--- src/hdl/lane_ctrl_map.svh ---
// Timing counts and reset values for the lane passage-mode control
`ifndef LANE_CTRL_MAP_SVH
`define LANE_CTRL_MAP_SVH
`define CLK_HZ 20000000
`define ACCESS_TIME_S 6
`define ACCESS_CYCLES (`ACCESS_TIME_S * `CLK_HZ)
`define POWERUP_TIME_S 60
// Power-up plus the homing timeout stays a second inside the minute
`define POWERUP_CYCLES ((`POWERUP_TIME_S - 1) * `CLK_HZ - `HOME_CYCLES)
`define DEBOUNCE_TIME_MS 10
`define DEBOUNCE_CYCLES (`DEBOUNCE_TIME_MS * (`CLK_HZ / 1000))
`define HOME_TIME_MS 500
`define HOME_CYCLES (`HOME_TIME_MS * (`CLK_HZ / 1000))
`define TIMER_W 32
`endif

--- src/hdl/lane_ctrl_pkg.sv ---
// Types for the lane passage-mode control
package lane_ctrl_pkg;
  typedef enum logic [1:0] {
    PASS_CONTROLLED = 2'h0,
    PASS_FREE = 2'h1,
    PASS_NONE = 2'h2
  } passage_mode_t;
  typedef enum logic [1:0] {
    OP_NORMALLY_CLOSED = 2'h0,
    OP_NORMALLY_OPEN = 2'h1,
    OP_BARRIER_OFF = 2'h2
  } operating_mode_t;
  typedef enum logic [2:0] {
    ST_POWERUP = 3'h0,
    ST_HOMING = 3'h1,
    ST_IDLE = 3'h2,
    ST_OPEN_ENTRY = 3'h3,
    ST_OPEN_EXIT = 3'h4,
    ST_OVERRIDE = 3'h5
  } lane_state_t;
  typedef struct packed {
    logic free_sel;
    logic none_sel;
    logic auth;
    logic presence;
    logic passed;
  } dir_inputs_t;
  typedef struct packed {
    logic open;
    logic toward_exit;
    logic secure_hold;
  } arm_cmd_t;
endpackage

--- src/hdl/contact_debounce.sv ---
// Two-flop synchroniser and debounce filter for grounded contacts
`timescale 1ns/1ps
`include "lane_ctrl_map.svh"
module contact_debounce #(
  parameter int WIDTH = 1,
  parameter int COUNT = 1
) (
  input wire logic clk_i,
  input wire logic rst_n_i,
  input wire logic [WIDTH-1:0] contact_n_i,
  output logic [WIDTH-1:0] active_o
);
  logic [WIDTH-1:0] sync_a;
  logic [WIDTH-1:0] sync_b;
  always_ff @(posedge clk_i) begin
    if (!rst_n_i) begin
      sync_a <= '1;
      sync_b <= '1;
    end else begin
      sync_a <= contact_n_i;
      sync_b <= sync_a;
    end
  end
  genvar g;
  generate
    for (g = 0; g < WIDTH; g++) begin : gen_bit
      logic [`TIMER_W-1:0] cnt;
      logic stable;
      assign active_o[g] = stable;
      always_ff @(posedge clk_i) begin
        if (!rst_n_i) begin
          cnt <= '0;
          stable <= 1'b0;
        end else if ((!sync_b[g]) == stable) begin
          cnt <= '0;
        end else if (cnt >= `TIMER_W'(COUNT - 1)) begin
          cnt <= '0;
          stable <= !sync_b[g];
        end else begin
          cnt <= cnt + `TIMER_W'(1);
        end
      end
    end
  endgenerate
endmodule

--- src/hdl/lane_mode_ctrl.sv ---
// Passage-mode and operating-mode control for one turnstile lane
`timescale 1ns/1ps
`include "lane_ctrl_map.svh"
// Operation
// - Controlled: closed, authorization opens one passage
// - Close on passage or six-second access timeout
// - Controlled passage is default mode
// - Free: no authorization, open on user entry
// - Free: close on passage or six-second delay
// - No passage: closed, authorization ignored
// - Life safety opens arms even in no passage
// - Normally closed: arms up, return after passage
// - Normally open: arms down, raise on violation
// - Barrier off: arms always down
// - Power-up completes within one minute
// - After power-up home arms, controlled both ways
// - Override opens arms, lane inactive until removed
// - Normally-open select input gives normally open
module lane_mode_ctrl #(
  parameter int unsigned ACCESS_CYCLES = `ACCESS_CYCLES,
  parameter int unsigned POWERUP_CYCLES = `POWERUP_CYCLES,
  parameter int unsigned DEBOUNCE_CYCLES = `DEBOUNCE_CYCLES,
  parameter int unsigned HOME_CYCLES = `HOME_CYCLES
) (
  input wire logic clk_i,
  input wire logic rst_n_i,
  input wire logic entry_free_passage_select_n_i,
  input wire logic exit_free_passage_select_n_i,
  input wire logic entry_no_passage_select_n_i,
  input wire logic exit_no_passage_select_n_i,
  input wire logic entry_authorization_in_n_i,
  input wire logic exit_authorization_in_n_i,
  input wire logic life_safety_override_in_n_i,
  input wire logic normally_open_select_n_i,
  input wire logic barrier_off_select_n_i,
  input wire logic entry_presence_i,
  input wire logic exit_presence_i,
  input wire logic passage_done_i,
  input wire logic home_reached_i,
  output logic arms_open_o,
  output logic arms_toward_exit_o,
  output logic arms_homing_o,
  output logic lane_ready_o,
  output logic lane_inactive_o,
  output logic violation_o,
  output lane_ctrl_pkg::passage_mode_t entry_mode_o,
  output lane_ctrl_pkg::passage_mode_t exit_mode_o,
  output lane_ctrl_pkg::operating_mode_t op_mode_o
);
  ////////////////////////////////////////////////////////////////////////////
  logic [12:0] raw_n;
  logic [12:0] act;
  lane_ctrl_pkg::dir_inputs_t ent;
  lane_ctrl_pkg::dir_inputs_t ext;
  logic override;
  logic norm_open_sel;
  logic barrier_off_sel;
  logic home_reached;

  // Sensor levels inverted so every bit idles high like a contact
  assign raw_n = {exit_free_passage_select_n_i, !home_reached_i, !passage_done_i,
                  !exit_presence_i, !entry_presence_i,
                  barrier_off_select_n_i, normally_open_select_n_i,
                  life_safety_override_in_n_i,
                  exit_authorization_in_n_i, entry_authorization_in_n_i,
                  exit_no_passage_select_n_i, entry_no_passage_select_n_i,
                  entry_free_passage_select_n_i};

  contact_debounce #(
    .WIDTH(13),
    .COUNT(DEBOUNCE_CYCLES)
  ) u_debounce (
    .clk_i(clk_i),
    .rst_n_i(rst_n_i),
    .contact_n_i(raw_n),
    .active_o(act)
  );

  assign ent.free_sel = act[0];
  assign ext.free_sel = act[12];
  assign ent.none_sel = act[1];
  assign ext.none_sel = act[2];
  assign ent.auth = act[3];
  assign ext.auth = act[4];
  assign override = act[5];
  assign norm_open_sel = act[6];
  assign barrier_off_sel = act[7];
  assign ent.presence = act[8];
  assign ext.presence = act[9];
  assign ent.passed = act[10];
  assign ext.passed = act[10];
  assign home_reached = act[11];

  ////////////////////////////////////////////////////////////////////////////
  // Mode decode, no-passage wins over free when both are strapped
  function automatic lane_ctrl_pkg::passage_mode_t decode_mode(
      input lane_ctrl_pkg::dir_inputs_t d);
    if (d.none_sel) begin
      decode_mode = lane_ctrl_pkg::PASS_NONE;
    end else if (d.free_sel) begin
      decode_mode = lane_ctrl_pkg::PASS_FREE;
    end else begin
      decode_mode = lane_ctrl_pkg::PASS_CONTROLLED;
    end
  endfunction

  lane_ctrl_pkg::lane_state_t state;
  lane_ctrl_pkg::lane_state_t next_state;
  logic [`TIMER_W-1:0] timer;
  logic timer_done;
  logic [1:0] auth_prev;
  logic entry_go;
  logic exit_go;
  logic entry_violation;
  logic exit_violation;

  always_ff @(posedge clk_i) begin
    if (!rst_n_i) begin
      entry_mode_o <= lane_ctrl_pkg::PASS_CONTROLLED;
      exit_mode_o <= lane_ctrl_pkg::PASS_CONTROLLED;
      op_mode_o <= lane_ctrl_pkg::OP_NORMALLY_CLOSED;
    end else if (state == lane_ctrl_pkg::ST_POWERUP ||
                 state == lane_ctrl_pkg::ST_HOMING) begin
      entry_mode_o <= lane_ctrl_pkg::PASS_CONTROLLED;
      exit_mode_o <= lane_ctrl_pkg::PASS_CONTROLLED;
      op_mode_o <= lane_ctrl_pkg::OP_NORMALLY_CLOSED;
    end else begin
      entry_mode_o <= decode_mode(ent);
      exit_mode_o <= decode_mode(ext);
      if (barrier_off_sel) begin
        op_mode_o <= lane_ctrl_pkg::OP_BARRIER_OFF;
      end else if (norm_open_sel) begin
        op_mode_o <= lane_ctrl_pkg::OP_NORMALLY_OPEN;
      end else begin
        op_mode_o <= lane_ctrl_pkg::OP_NORMALLY_CLOSED;
      end
    end
  end

  always_ff @(posedge clk_i) begin
    if (!rst_n_i) begin
      auth_prev <= 2'h0;
    end else begin
      auth_prev <= {ext.auth, ent.auth};
    end
  end

  always_comb begin
    entry_go = 1'b0;
    exit_go = 1'b0;
    entry_violation = 1'b0;
    exit_violation = 1'b0;
    case (entry_mode_o)
      lane_ctrl_pkg::PASS_CONTROLLED: begin
        entry_go = ent.auth && !auth_prev[0];
        entry_violation = ent.presence;
      end
      lane_ctrl_pkg::PASS_FREE: entry_go = ent.presence;
      default: entry_violation = ent.presence;
    endcase
    case (exit_mode_o)
      lane_ctrl_pkg::PASS_CONTROLLED: begin
        exit_go = ext.auth && !auth_prev[1];
        exit_violation = ext.presence;
      end
      lane_ctrl_pkg::PASS_FREE: exit_go = ext.presence;
      default: exit_violation = ext.presence;
    endcase
  end

  assign timer_done = (timer == '0);

  always_comb begin
    next_state = state;
    case (state)
      lane_ctrl_pkg::ST_POWERUP: begin
        if (timer_done) begin
          next_state = lane_ctrl_pkg::ST_HOMING;
        end
      end
      lane_ctrl_pkg::ST_HOMING: begin
        if (home_reached || timer_done) begin
          next_state = lane_ctrl_pkg::ST_IDLE;
        end
      end
      lane_ctrl_pkg::ST_IDLE: begin
        if (override) begin
          next_state = lane_ctrl_pkg::ST_OVERRIDE;
        end else if (entry_go) begin
          next_state = lane_ctrl_pkg::ST_OPEN_ENTRY;
        end else if (exit_go) begin
          next_state = lane_ctrl_pkg::ST_OPEN_EXIT;
        end
      end
      lane_ctrl_pkg::ST_OPEN_ENTRY, lane_ctrl_pkg::ST_OPEN_EXIT: begin
        if (override) begin
          next_state = lane_ctrl_pkg::ST_OVERRIDE;
        end else if (ent.passed || timer_done) begin
          next_state = lane_ctrl_pkg::ST_IDLE;
        end
      end
      lane_ctrl_pkg::ST_OVERRIDE: begin
        if (!override) begin
          next_state = lane_ctrl_pkg::ST_IDLE;
        end
      end
      default: next_state = lane_ctrl_pkg::ST_POWERUP;
    endcase
  end

  always_ff @(posedge clk_i) begin
    if (!rst_n_i) begin
      state <= lane_ctrl_pkg::ST_POWERUP;
    end else begin
      state <= next_state;
    end
  end

  always_ff @(posedge clk_i) begin
    if (!rst_n_i) begin
      timer <= `TIMER_W'(POWERUP_CYCLES);
    end else if (next_state != state) begin
      case (next_state)
        lane_ctrl_pkg::ST_HOMING: timer <= `TIMER_W'(HOME_CYCLES);
        lane_ctrl_pkg::ST_OPEN_ENTRY, lane_ctrl_pkg::ST_OPEN_EXIT:
          timer <= `TIMER_W'(ACCESS_CYCLES - 1);
        default: timer <= '0;
      endcase
    end else if (!timer_done) begin
      timer <= timer - `TIMER_W'(1);
    end
  end

  ////////////////////////////////////////////////////////////////////////////
  // Arm drive: normally closed holds arms up unless a passage is open or the override is active
  always_ff @(posedge clk_i) begin
    if (!rst_n_i) begin
      arms_open_o <= 1'b0;
      arms_toward_exit_o <= 1'b0;
      arms_homing_o <= 1'b0;
      lane_ready_o <= 1'b0;
      lane_inactive_o <= 1'b1;
      violation_o <= 1'b0;
    end else begin
      arms_homing_o <= (state == lane_ctrl_pkg::ST_HOMING);
      lane_ready_o <= (state != lane_ctrl_pkg::ST_POWERUP &&
                       state != lane_ctrl_pkg::ST_HOMING);
      lane_inactive_o <= (state == lane_ctrl_pkg::ST_OVERRIDE ||
                          state == lane_ctrl_pkg::ST_POWERUP ||
                          state == lane_ctrl_pkg::ST_HOMING);
      violation_o <= (state == lane_ctrl_pkg::ST_IDLE) &&
                     (entry_violation || exit_violation);
      arms_toward_exit_o <= (state == lane_ctrl_pkg::ST_OPEN_ENTRY) ||
                            (state == lane_ctrl_pkg::ST_OVERRIDE);
      case (state)
        lane_ctrl_pkg::ST_OVERRIDE: arms_open_o <= 1'b1;
        lane_ctrl_pkg::ST_OPEN_ENTRY, lane_ctrl_pkg::ST_OPEN_EXIT:
          arms_open_o <= 1'b1;
        lane_ctrl_pkg::ST_IDLE: begin
          if (op_mode_o == lane_ctrl_pkg::OP_BARRIER_OFF) begin
            arms_open_o <= 1'b1;
          end else if (op_mode_o == lane_ctrl_pkg::OP_NORMALLY_OPEN) begin
            arms_open_o <= !(entry_violation || exit_violation);
          end else begin
            arms_open_o <= 1'b0;
          end
        end
        default: arms_open_o <= 1'b0;
      endcase
    end
  end
endmodule

--- config.mk ---
export PLATFORM = sky130hd
export DESIGN_NAME = lane_mode_ctrl
export DESIGN_NICKNAME = d
export VERILOG_FILES = /design/src/hdl/lane_ctrl_pkg.sv /design/src/hdl/contact_debounce.sv /design/src/hdl/lane_mode_ctrl.sv
export VERILOG_INCLUDE_DIRS = /design/src /design/src/hdl
export SDC_FILE = /design/constraint.sdc
export NUM_CORES = 1
export LEC_CHECK = 0
export ABC_CLOCK_PERIOD_IN_PS = 3900
export BUFFER_PORTS_ARGS = -buffer_cell sky130_fd_sc_hd__clkbuf_2
export CORE_MARGIN = 2
export CORE_UTILIZATION = 60
export DETAILED_ROUTE_END_ITERATION = 10
export PLACE_DENSITY = 0.87
export SLEW_MARGIN = 10
export SYNTH_ARGS = -nofsm -noshare
export SYNTH_HDL_FRONTEND = slang
export SYNTH_SLANG_ARGS = --single-unit
--- constraint.sdc ---
create_clock -name clk_i -period 3.9 [get_ports clk_i]
set_input_delay 0.39 -clock clk_i [delete_from_list [all_inputs] [get_ports clk_i]]
set_output_delay 0.39 -clock clk_i [all_outputs]
set_load 0.01 [all_outputs]
==> metrics <==
status=complete, no violations; Reg clk slew, reported paths=0.06 ns; IO Pins=27; synthesized area=17500 um2; Slew Limit Fails=0; clk sinks=504; critical path launch point type=flip-flop; Clock Path Buffers=3; r2r setup slk=0.75 ns; CTS tree=done; DIE AREA=30500 um2; Initial Util=60.9%; final setup skew=0.0161 ns; Routed WL=31400 um; max frequency=317 MHz; wire per inst=13.0 um; first-pass GRT wire length=53700 um; initial antenna violation count=0; Lkg Pwr=7.49 nW; final core utilization=70.3%; Chip Width=175 um; Antenna Nets Post-Route=0; Relative slew margins=33.1%; diode count=0; r2r worst-path depth=8; gp weighted congestion=0.868; Setup Crit Path Kind=reg -> reg; worst setup path endpoint=timer[25]$_SDFFE_PN0P_; DP Wirelength=20200 um; remaining global-route overflow=0; post-synthesis cell type count=56; Buffers on Ports=26; via/cell ratio=5.14; worst slack, placed=0.848 ns; layout cells sized above 1=6.23%; Syn Inst Count=1772; Rows=62; Resize count post-CTS=0; Min Clock Period, post-route=3.15 ns; min-delay worst type=in -> reg; type of element capturing the critical path=flip-flop; final worst slack=0.745 ns; Core Footprint=28700 um2; crit path DAT=3.59 ns; Setup TNS=0 ns; vias in the first global route=12200; most frequent cells in the layout=dfxtp_1 (504), nor2_1 (339), conb_1 (182); sequential fraction of the synthesis area=57.8%; number of synthesized flops with an enable pin=0; final net count=2034; die height=175 um; PD cells=491 nW/um2; reg-to-reg endpoint=timer[25]$_SDFFE_PN0P_; period utilisation layout=80.9%; Pre-Repair DR Iteration Count=5; final setup violating endpoints=0; R2R Path Start=timer[8]$_SDFFE_PN0P_; filler cell count=2090; Crit Path Max Fanout=21; peak supply drop=406 uV; commonest non-fill, non-tap cell in the layout=dfxtp_1; ys flop type=dfxtp_1; Max Cap Violations=0; DRC viols=0; DR vias=12500; Hold Fails Final Rpt=0; RSZ-0062 raised after global routing=no; gr usage total=20.8%; CTS root buffer=clkbuf_16; Synth async-reset ratio=0%; Num CTS Buffers=47; largest net degree at the start of global routing=42; #FFs+latches synth=504; Avg Synthesized Cell Area=9.86 um2; worst setup path startpoint=timer[8]$_SDFFE_PN0P_; clk_lat worst skew=0.57 ns; Area growth syn-to-layout=15.5%; placed insts=2331; required time of the critical path=4.33 ns; Worst Tran Pin Value=1.00 ns; CTS H-Tree Depth=2; final std cells w/o fill=2423; yosys warns=0; violation count after the first detailed-route iteration=765
worst min path at each step:
stage	start	end	cells after the start
after floorplan	u_debounce.sync_a[0]$_SDFF_PN1_	u_debounce.sync_b[0]$_SDFF_PN1_	1
after global placement	u_debounce.sync_a[11]$_SDFF_PN1_	u_debounce.sync_b[11]$_SDFF_PN1_	1
after detailed placement	u_debounce.sync_a[7]$_SDFF_PN1_	u_debounce.sync_b[7]$_SDFF_PN1_	1
after CTS	exit_no_passage_select_n_i	u_debounce.sync_a[2]$_SDFF_PN1_	2
after global routing	exit_no_passage_select_n_i	u_debounce.sync_a[2]$_SDFF_PN1_	2
final	exit_no_passage_select_n_i	u_debounce.sync_a[2]$_SDFF_PN1_	2
kinds of logic (layout without fill, tap and decap cells):
group / count (synthesis) / in the layout / synth area share (%)
buffers and inverters: 64 / 150 / 1.64
xor gates and xnor gates: 234 / 234 / 11.7
DFF: 504 / 504 / 57.8
other: 1 / 182 / 0.0215
and+or+nand+nor: 811 / 811 / 22.5
adders and majority gates: 14 / 14 / 1.00
AOI/OAI and AO/OA: 144 / 144 / 5.34
synthesized netlist by cell type (5+ instances only):
master	n	area [um2]
a21oi_1	30	150
nand4_1	35	219
inv_1	27	101
nor2_1	339	1270
a31oi_1	35	219
xor2_1	126	1100
ha_1	14	175
buf_6	6	67.6
clkbuf_1	30	113
dfxtp_1	504	10100
nor3_1	15	75.1
and3_1	52	325
o21ai_0	35	175
nor3b_1	5	37.5
nand2_1	94	353
nor4_1	62	388
or2_2	10	62.6
and2_1	14	87.6
nor2b_1	11	68.8
nand3_1	111	556
a311o_1	5	50.1
a211oi_1	6	45.0
and4_1	19	166
nand2b_1	26	163
xnor2_1	108	946
report_power, final:
part	switching (W)	internal (W)	leakage, nW
Sequential	0.0000636	0.00529	4.14
Combinational	0.000114	0.0000908	2.64
Clock	0.00191	0.00243	0.717
Total	0.00209	0.00781	7.49
flip-flops by register name (all words and copies together) (netlist names):
name / cells
u_debounce.gen_bit.cnt: 416
arms_homing_o: 1
entry_mode_o: 2
lane_ready_o: 1
timer: 32
u_debounce.gen_bit.stable: 13
auth_prev: 2
lane_inactive_o: 1
u_debounce.sync_b: 13
violation_o: 1
arms_toward_exit_o: 1
state: 3
arms_open_o: 1
op_mode_o: 2
exit_mode_o: 2
u_debounce.sync_a: 13
layout make-up:
cell class,instances,area (um2),share of cell area [%]
repair buffers,40,258,1.28
multi-input cells,1385,7770,38.5
inverters,27,101,0.502
flip-flops and latches,504,10100,50.0
well taps,384,480,2.38
clock inverters,21,183,0.905
clock buffers,62,1290,6.41
through the flow:
stage | instance area, um2 | hold WS [ns] | total power (W)
floorplan | 18100 | 0.386 | 0.00560
CTS | 20200 | 0.0116 | 0.00998
global route | 20200 | 0.0187 | 0.0102
global placement | 18600 | 0.390 | 0.00564
finish | 20200 | 0.0281 | 0.00990
detailed placement | 18600 | 0.398 | 0.00565
repair_timing:
item / in CTS / in global routing
hold buffers: 9 / 0
buffers inserted: 0 / 0
endpoints found under the hold margin: 9 / 0
worst max-delay path, stage by stage, from the launching register on:
cell and delay (ns):
dfxtp_1 0.36, nor4_1 0.64, and4b_1 0.35, nand4_1 0.14, a211o_1 0.41, a221oi_4 0.33
buf_4 0.30, a31o_1 0.39, nor2_1 0.10
layer usage:
metal  wire, um  GRT usage [%]  vias to the layer above
met1      13700           25.3                     5803
li1           -              -                     6316
met2      15300           36.4                      266
met5          0              0                        -
met3       1450           3.83                       74
met4        994           8.40                        0
Power figures use the tool's default switching activity.
